**config.mk**
```make
export PLATFORM = sky130hd
export DESIGN_NAME = rcso_stream_out
export DESIGN_NICKNAME = d
export VERILOG_FILES = /design/src/hdl/rcso_pkg.sv /design/src/hdl/rcso_keep_gen.sv /design/src/hdl/rcso_stream_out.sv
export VERILOG_INCLUDE_DIRS = /design/src /design/src/hdl
export SDC_FILE = /design/constraint.sdc
export NUM_CORES = 2
export LEC_CHECK = 0
export BUFFER_PORTS_ARGS = -buffer_cell sky130_fd_sc_hd__buf_2
export CAP_MARGIN = 10
export CORE_AREA = 2 2 537 539
export DETAILED_ROUTE_END_ITERATION = 12
export DIE_AREA = 0 0 539 541
export PLACE_DENSITY_LB_ADDON = 0.2
export SKIP_CTS_REPAIR_TIMING = 1
export SLEW_MARGIN = 10
export SYNTH_ARGS = -nofsm -noshare
export SYNTH_HDL_FRONTEND = slang
export SYNTH_SLANG_ARGS = --single-unit
```
**constraint.sdc**
```tcl
create_clock -name i_core_clk -period 1.7 [get_ports i_core_clk]
set_input_delay 0.085 -clock i_core_clk [delete_from_list [all_inputs] [get_ports i_core_clk]]
set_output_delay 0.085 -clock i_core_clk [all_outputs]
set_load 0.01 [all_outputs]
```
**src/hdl/rcso_map.svh**
```systemverilog
`ifndef RCSO_MAP_SVH
`define RCSO_MAP_SVH

// Stream widths
`define RCSO_DATA_W 512
`define RCSO_SB_W 161
`define RCSO_KEEP_W 16
`define RCSO_CNT_W 5

// Packet start flags inside the sideband bus
`define RCSO_SOP_LSB 64
`define RCSO_SOP_MSB 67
`define RCSO_SOP_W 4

// Reset value of the keep mask, and start flag values
`define RCSO_KEEP_RST 16'h0000
`define RCSO_SOP_NONE 4'h0
`define RCSO_SOP_ONE 4'h1

`endif

```
**src/hdl/rcso_pkg.sv**
```systemverilog
package rcso_pkg;

  // Framing state of the non-straddled stream
  typedef enum logic [0:0] {
    RCSO_BETWEEN,
    RCSO_INSIDE
  } rcso_frame_t;

endpackage

```
**src/hdl/rcso_keep_gen.sv**
```systemverilog
`timescale 1ns/10ps
`include "rcso_map.svh"

module rcso_keep_gen
(
  // Beat description
  input wire logic i_straddle_en,
  input wire logic i_last,
  input wire logic [`RCSO_CNT_W-1:0] i_last_dwords,
  // Dword keep result
  output logic [`RCSO_KEEP_W-1:0] o_keep
);

  // One keep bit per dword: full beats and straddle mode keep all, a final beat keeps a prefix
  genvar g;
  generate
    for (g = 0; g < `RCSO_KEEP_W; g = g + 1)
    begin : g_dw
      assign o_keep[g] = i_straddle_en | ~i_last |
                         (i_last_dwords > `RCSO_CNT_W'(g));
    end
  endgenerate

endmodule

```
**src/hdl/rcso_stream_out.sv**
```systemverilog
`timescale 1ns/10ps
`include "rcso_map.svh"

module rcso_stream_out
(
  // Clock and reset
  input wire logic i_core_clk,
  input wire logic i_rstn,
  // Configuration
  input wire logic i_straddle_en,
  // Internal completion source
  input wire logic i_src_valid,
  input wire logic [`RCSO_DATA_W-1:0] i_src_data,
  input wire logic [`RCSO_SB_W-1:0] i_src_sideband,
  input wire logic i_src_last,
  input wire logic [`RCSO_CNT_W-1:0] i_src_last_dwords,
  output logic o_src_ready,
  // Completion stream to user logic
  output logic [`RCSO_DATA_W-1:0] o_completion_data_out,
  output logic [`RCSO_SB_W-1:0] o_completion_sideband,
  output logic o_completion_last,
  output logic [`RCSO_KEEP_W-1:0] o_completion_dword_keep,
  output logic o_completion_valid,
  input wire logic i_completion_ready,
  // Framing fault from the source
  output logic o_frame_error
);

  rcso_pkg::rcso_frame_t frame_r;
  rcso_pkg::rcso_frame_t frame_nxt;
  logic load;
  logic out_free;
  logic skid_valid_r;
  logic skid_valid_nxt;
  logic [`RCSO_DATA_W-1:0] skid_data_r;
  logic [`RCSO_SB_W-1:0] skid_sideband_r;
  logic skid_last_r;
  logic [`RCSO_KEEP_W-1:0] skid_keep_r;
  logic [`RCSO_SB_W-1:0] beat_sideband;
  logic [`RCSO_SOP_W-1:0] beat_starts;
  logic [`RCSO_KEEP_W-1:0] beat_keep;
  logic beat_last;
  logic frame_error_nxt;
  logic skid_load;

  // Handshake terms for the source and the output stage
  assign load = i_src_valid & o_src_ready;
  assign out_free = ~o_completion_valid | i_completion_ready;
  assign skid_load = load & (skid_valid_r | ~out_free); // Beat cannot reach the output yet

  // Keep mask of the incoming beat
  rcso_keep_gen u_keep
  (
    .i_straddle_en(i_straddle_en),
    .i_last(i_src_last),
    .i_last_dwords(i_src_last_dwords),
    .o_keep(beat_keep)
  );

  // Last flag and start flags of the incoming beat
  always_comb
  begin
    beat_last = i_src_last & ~i_straddle_en;
    if (i_straddle_en)
    begin
      beat_starts = i_src_sideband[`RCSO_SOP_MSB:`RCSO_SOP_LSB];
    end
    else if (frame_r == rcso_pkg::RCSO_BETWEEN)
    begin
      beat_starts = `RCSO_SOP_ONE;
    end
    else
    begin
      beat_starts = `RCSO_SOP_NONE;
    end
    beat_sideband = i_src_sideband;
    beat_sideband[`RCSO_SOP_MSB:`RCSO_SOP_LSB] = beat_starts;
  end

  // Packet framing follows each accepted source beat while straddle is off
  always_comb
  begin
    frame_nxt = frame_r;
    frame_error_nxt = 1'b0;
    if (load && !i_straddle_en)
    begin
      if (i_src_last)
      begin
        frame_nxt = rcso_pkg::RCSO_BETWEEN;
        frame_error_nxt = (i_src_last_dwords == `RCSO_CNT_W'(0)) ||
                          (i_src_last_dwords > `RCSO_CNT_W'(`RCSO_KEEP_W));
      end
      else
      begin
        frame_nxt = rcso_pkg::RCSO_INSIDE;
      end
    end
  end

  // Framing state register
  always_ff @(posedge i_core_clk)
  begin
    if (!i_rstn)
    begin
      frame_r <= rcso_pkg::RCSO_BETWEEN;
    end
    else
    begin
      frame_r <= frame_nxt;
    end
  end

  // Framing fault pulse
  always_ff @(posedge i_core_clk)
  begin
    if (!i_rstn)
    begin
      o_frame_error <= 1'b0;
    end
    else
    begin
      o_frame_error <= frame_error_nxt;
    end
  end

  // Skid slot fills when the output stage stalls, drains when it frees
  always_comb
  begin
    if (out_free)
    begin
      skid_valid_nxt = skid_valid_r & load;
    end
    else
    begin
      skid_valid_nxt = skid_valid_r | load;
    end
  end

  // Skid occupancy and source ready, both registered
  always_ff @(posedge i_core_clk)
  begin
    if (!i_rstn)
    begin
      skid_valid_r <= 1'b0;
      o_src_ready <= 1'b0;
    end
    else
    begin
      skid_valid_r <= skid_valid_nxt;
      o_src_ready <= ~skid_valid_nxt; // Source may send only while the skid slot is free
    end
  end

  // Skid data captures a beat that cannot reach the output
  always_ff @(posedge i_core_clk)
  begin
    if (!i_rstn)
    begin
      skid_data_r <= '0;
    end
    else if (skid_load)
    begin
      skid_data_r <= i_src_data;
    end
  end

  // Skid sideband, start flags already resolved
  always_ff @(posedge i_core_clk)
  begin
    if (!i_rstn)
    begin
      skid_sideband_r <= '0;
    end
    else if (skid_load)
    begin
      skid_sideband_r <= beat_sideband;
    end
  end

  // Skid last flag
  always_ff @(posedge i_core_clk)
  begin
    if (!i_rstn)
    begin
      skid_last_r <= 1'b0;
    end
    else if (skid_load)
    begin
      skid_last_r <= beat_last;
    end
  end

  // Skid keep mask
  always_ff @(posedge i_core_clk)
  begin
    if (!i_rstn)
    begin
      skid_keep_r <= `RCSO_KEEP_RST;
    end
    else if (skid_load)
    begin
      skid_keep_r <= beat_keep;
    end
  end

  // Output valid: low in reset, held while stalled
  always_ff @(posedge i_core_clk)
  begin
    if (!i_rstn)
    begin
      o_completion_valid <= 1'b0;
    end
    else if (out_free)
    begin
      o_completion_valid <= skid_valid_r | load;
    end
  end

  // Output data, from the skid slot first to keep order
  always_ff @(posedge i_core_clk)
  begin
    if (!i_rstn)
    begin
      o_completion_data_out <= '0;
    end
    else if (out_free && skid_valid_r)
    begin
      o_completion_data_out <= skid_data_r;
    end
    else if (out_free && load)
    begin
      o_completion_data_out <= i_src_data;
    end
  end

  // Output sideband, from the skid slot first to keep order
  always_ff @(posedge i_core_clk)
  begin
    if (!i_rstn)
    begin
      o_completion_sideband <= '0;
    end
    else if (out_free && skid_valid_r)
    begin
      o_completion_sideband <= skid_sideband_r;
    end
    else if (out_free && load)
    begin
      o_completion_sideband <= beat_sideband;
    end
  end

  // Output last flag; a stale flag is cleared once straddle is on
  always_ff @(posedge i_core_clk)
  begin
    if (!i_rstn)
    begin
      o_completion_last <= 1'b0;
    end
    else if (out_free && skid_valid_r)
    begin
      o_completion_last <= skid_last_r & ~i_straddle_en;
    end
    else if (out_free && load)
    begin
      o_completion_last <= beat_last;
    end
    else if (i_straddle_en)
    begin
      o_completion_last <= 1'b0;
    end
  end

  // Output keep mask; forced full once straddle is on
  always_ff @(posedge i_core_clk)
  begin
    if (!i_rstn)
    begin
      o_completion_dword_keep <= `RCSO_KEEP_RST;
    end
    else if (out_free && skid_valid_r)
    begin
      o_completion_dword_keep <= skid_keep_r | {`RCSO_KEEP_W{i_straddle_en}};
    end
    else if (out_free && load)
    begin
      o_completion_dword_keep <= beat_keep;
    end
    else if (i_straddle_en)
    begin
      o_completion_dword_keep <= {`RCSO_KEEP_W{1'b1}};
    end
  end

endmodule

```
==> metrics.txt <==
NetSw=0.02155 W; total internal power=0.05923 W; core area=286400 µm²; unrepaired setup endpoints after global routing=true; classification of the worst-slack hold path=in -> reg; most instantiated library cell after synthesis=nand2_1; distinct cell type count of the synthesized netlist=43; post-CTS clock slew at the launch and capture registers of the worst setup and hold paths=0.06 ns; clock root buffer master=clkbuf_16; area of all placed cells without fillers=80980 µm²; part of the power in registers=0.424; total congestion overflow=0; largest buffer count on any clock path=4; Yosys warning total=0; layout net count=8974; I/O Pins=1377; sum of net half-perimeters after detailed placement=196400 µm; Die Y=541 µm; source of the worst register-to-register timing path=skid_valid_r; buffers added on ports=1376; PD cells=997.6 nW/µm²; Syn Inst Count=6191; Max-Slew Margin vs Limit=0.4819; worst hold stages=4; number of buffers added by the clock tree synthesis step=172; run status=complete, but fails checks; part of the Yosys area used for sequential elements=0.5366; transition time of the tightest slew-check pin=0.7771 ns; switching share of total power=0.2667; detailed-routing iteration count for the pre-antenna-repair pass=6; register-to-register setup slack=-0.16 ns; Placed Area=64620 µm²; end of the worst hold path=skid_data_r[427]; number of nets still failing antenna checks after routing=0; All-Layer GR Usage=0.1714; clock period minus final worst setup slack=1.857 ns; startpoint of the worst hold path=i_src_data[427]; list of most frequent post-synthesis cells=nand2_1 (2024), dfxtp_1 (1385), a21oi_1 (1367), o221ai_1 (669), clkbuf_1 (311); async set-or-reset flop fraction in the synthesized netlist=0; wire length of the first global-routing pass=372800 µm; vias per inst=4.607; Final Cycle Share=1.092; Max Slew Vio Count=0; top achievable clock speed=538.6 MHz; end of the worst register-to-register path=skid_data_r[64]; antenna violations before repair=56; number of rows created at floorplan=197; Area Growth Syn to Fin=56.71%; chip width=539 µm; top post-synthesis cells by area=dfxtp_1 (54%), nand2_1 (15%), a21oi_1 (13%), o221ai_1 (11%), clkbuf_1 (2.3%); clock tree skew after final layout=0.05125 ns; CTS tree=done; post-detailed-routing wire length=284900 µm; sinks on the clock net=1385; number of vias in the routed layout=56.35k; Die Outline Area=291600 µm²; Synthesized Nets=6875; routed length per instance=23.29 µm; largest net degree at the start of global routing=140; WP data required=2.40 ns; final worst-path setup slack=-0.1568 ns; H-tree level count=4; Yosys top cell area share=0.5366; setup TNS=-27.61 ns; largest area contributor in the netlist=dfxtp_1; count of flip-flops with a built-in enable after synthesis=0; kind of capture point of the worst setup path=flip-flop; violations in the final reports=negative setup slack; filler instances=30.77k; final number of setup-violating endpoints=692; mean area per synthesized cell=8.347 µm²; fraction of layout cells with a size suffix above 1=0.2765; worst-skew pair later-pin latency=0.84 ns; cell area after synthesis=51670 µm²; data arrival time at the worst-slack endpoint=2.56 ns; Logic pwr share=0.117; clock power share=0.459; Crit Path Class=reg -> reg; leading register cell type out of synthesis=dfxtp_1; number of hold violations in the final report=0; maximum capacitance violations=0; DRC=0; Critical Path Fanout Max=34; routability-driven placement congestion ratio=0.8981; startpoint type of the worst setup path=flip-flop; P_leak=30.85 nW; post-synthesis sequential element count=1385; initial cell density of the core=0.1804; logic depth of the worst register-to-register path=7; via count of the first global-routing pass=49.79k; initial DRC count=4242; Max VDD drop=0.7687 mV
## logic make-up (layout without fill, tap and decap cells)
logic type             Yosys count  after routing  synth area share
AND/OR/NAND/NOR               2086           2086            0.1533
buffers and inverters          620           2841           0.05618
flip-flops                    1385           1385            0.5366
AO/OA/AOI/OAI                 2100           2100            0.2540
other                            0             39                 0
## power groups by stage
| stage | sequential (W) | clock, W | combinational [W] |
|---|---|---|---|
| global placement | 0.0349 | 0 | 0.00737 |
| floorplan | 0.0352 | 0 | 0.00270 |
| global route | 0.0343 | 0.0393 | 0.0101 |
| detailed placement | 0.0349 | 0 | 0.00739 |
| finish | 0.0342 | 0.0371 | 0.00948 |
| CTS | 0.0342 | 0.0381 | 0.00742 |
## routing by layer
layer	wire, µm	track usage
met3	22990	0.06020
met1	121900	0.2168
met2	131500	0.2689
met4	8451	0.05826
met5	126	0
## worst max path at each step
stage / from / endpoint / slack, ns / depth (start not counted)
finish: skid_valid_r / skid_data_r[64] / -0.16 / 7
global route: skid_valid_r / skid_data_r[21] / -0.18 / 11
CTS: skid_valid_r / skid_data_r[270] / -0.29 / 8
detailed placement: skid_valid_r / skid_sideband_r[3] / -0.29 / 8
global placement: skid_valid_r / skid_data_r[270] / -0.28 / 8
floorplan: o_completion_valid / o_completion_data_out[430] / 0.17 / 8
## placed cells by master (no fill, tap or decap), types with 7 or more instances in the layout
master         instances
bufinv_16              7
nand2_2               34
nand3_1                9
a21oi_2              105
a31oi_1                8
buf_2               1376
nor2_1                21
buf_6                 44
o21ai_0               29
clkbuf_16            226
buf_12               136
nand2_1             1930
clkbuf_1              49
a21oi_1             1262
clkinv_2              11
clkbuf_8              34
buf_16                27
dfxtp_1             1382
buf_4                204
dlygate4sd3_1        686
o221ai_1             665
nor3_1                14
buf_8                 18
nand2_4               60
diode_2               39
## critical path: stages (launching register included)
cell     delay (ns)
dfxtp_2        0.33
buf_6          0.13
buf_6          0.12
o21ai_4        0.31
buf_12         0.24
buf_16         0.24
nand2_1        0.08
a21oi_1        0.20
## per-stage QoR
| step | cells | power, W | worst slack (ns) | util | hold WS, ns |
|---|---|---|---|---|---|
| floorplan | 6191 | 0.03786 | 0.1712 | - | 0.2210 |
| global placement | 11090 | 0.04228 | -0.2760 | 0.2256 | 0.3366 |
| detailed placement | 11090 | 0.04232 | -0.2938 | 0.2256 | 0.3427 |
| CTS | 11390 | 0.07975 | -0.2858 | 0.2451 | -0.6053 |
| global route | 12220 | 0.08374 | -0.1849 | 0.2826 | 0.003755 |
| finish | 12230 | 0.08078 | -0.1568 | 0.2827 | 0.04300 |
## layout make-up
type / instances / area [µm²] / share of cell area
diodes: 39 / 97.59 / 0.001205
clock buffers: 259 / 5056 / 0.06244
well taps: 3781 / 4731 / 0.05842
clock inverters: 37 / 516.7 / 0.006382
repair buffers: 2541 / 20770 / 0.2565
multi-input cells: 4186 / 22050 / 0.2723
flip-flops and latches: 1385 / 27730 / 0.3425
inverters: 4 / 30.03 / 0.0003708
## sequential cells by signal, summed over array words and instances (netlist names)
name	cells
frame_r	1
o_completion_dword_keep	16
skid_valid_r	1
o_completion_valid	1
o_completion_data_out	512
skid_keep_r	16
skid_sideband_r	161
o_frame_error	1
skid_last_r	1
skid_data_r	512
o_completion_last	1
o_completion_sideband	161
o_src_ready	1
Note: power is estimated with default switching activity, not from simulation.
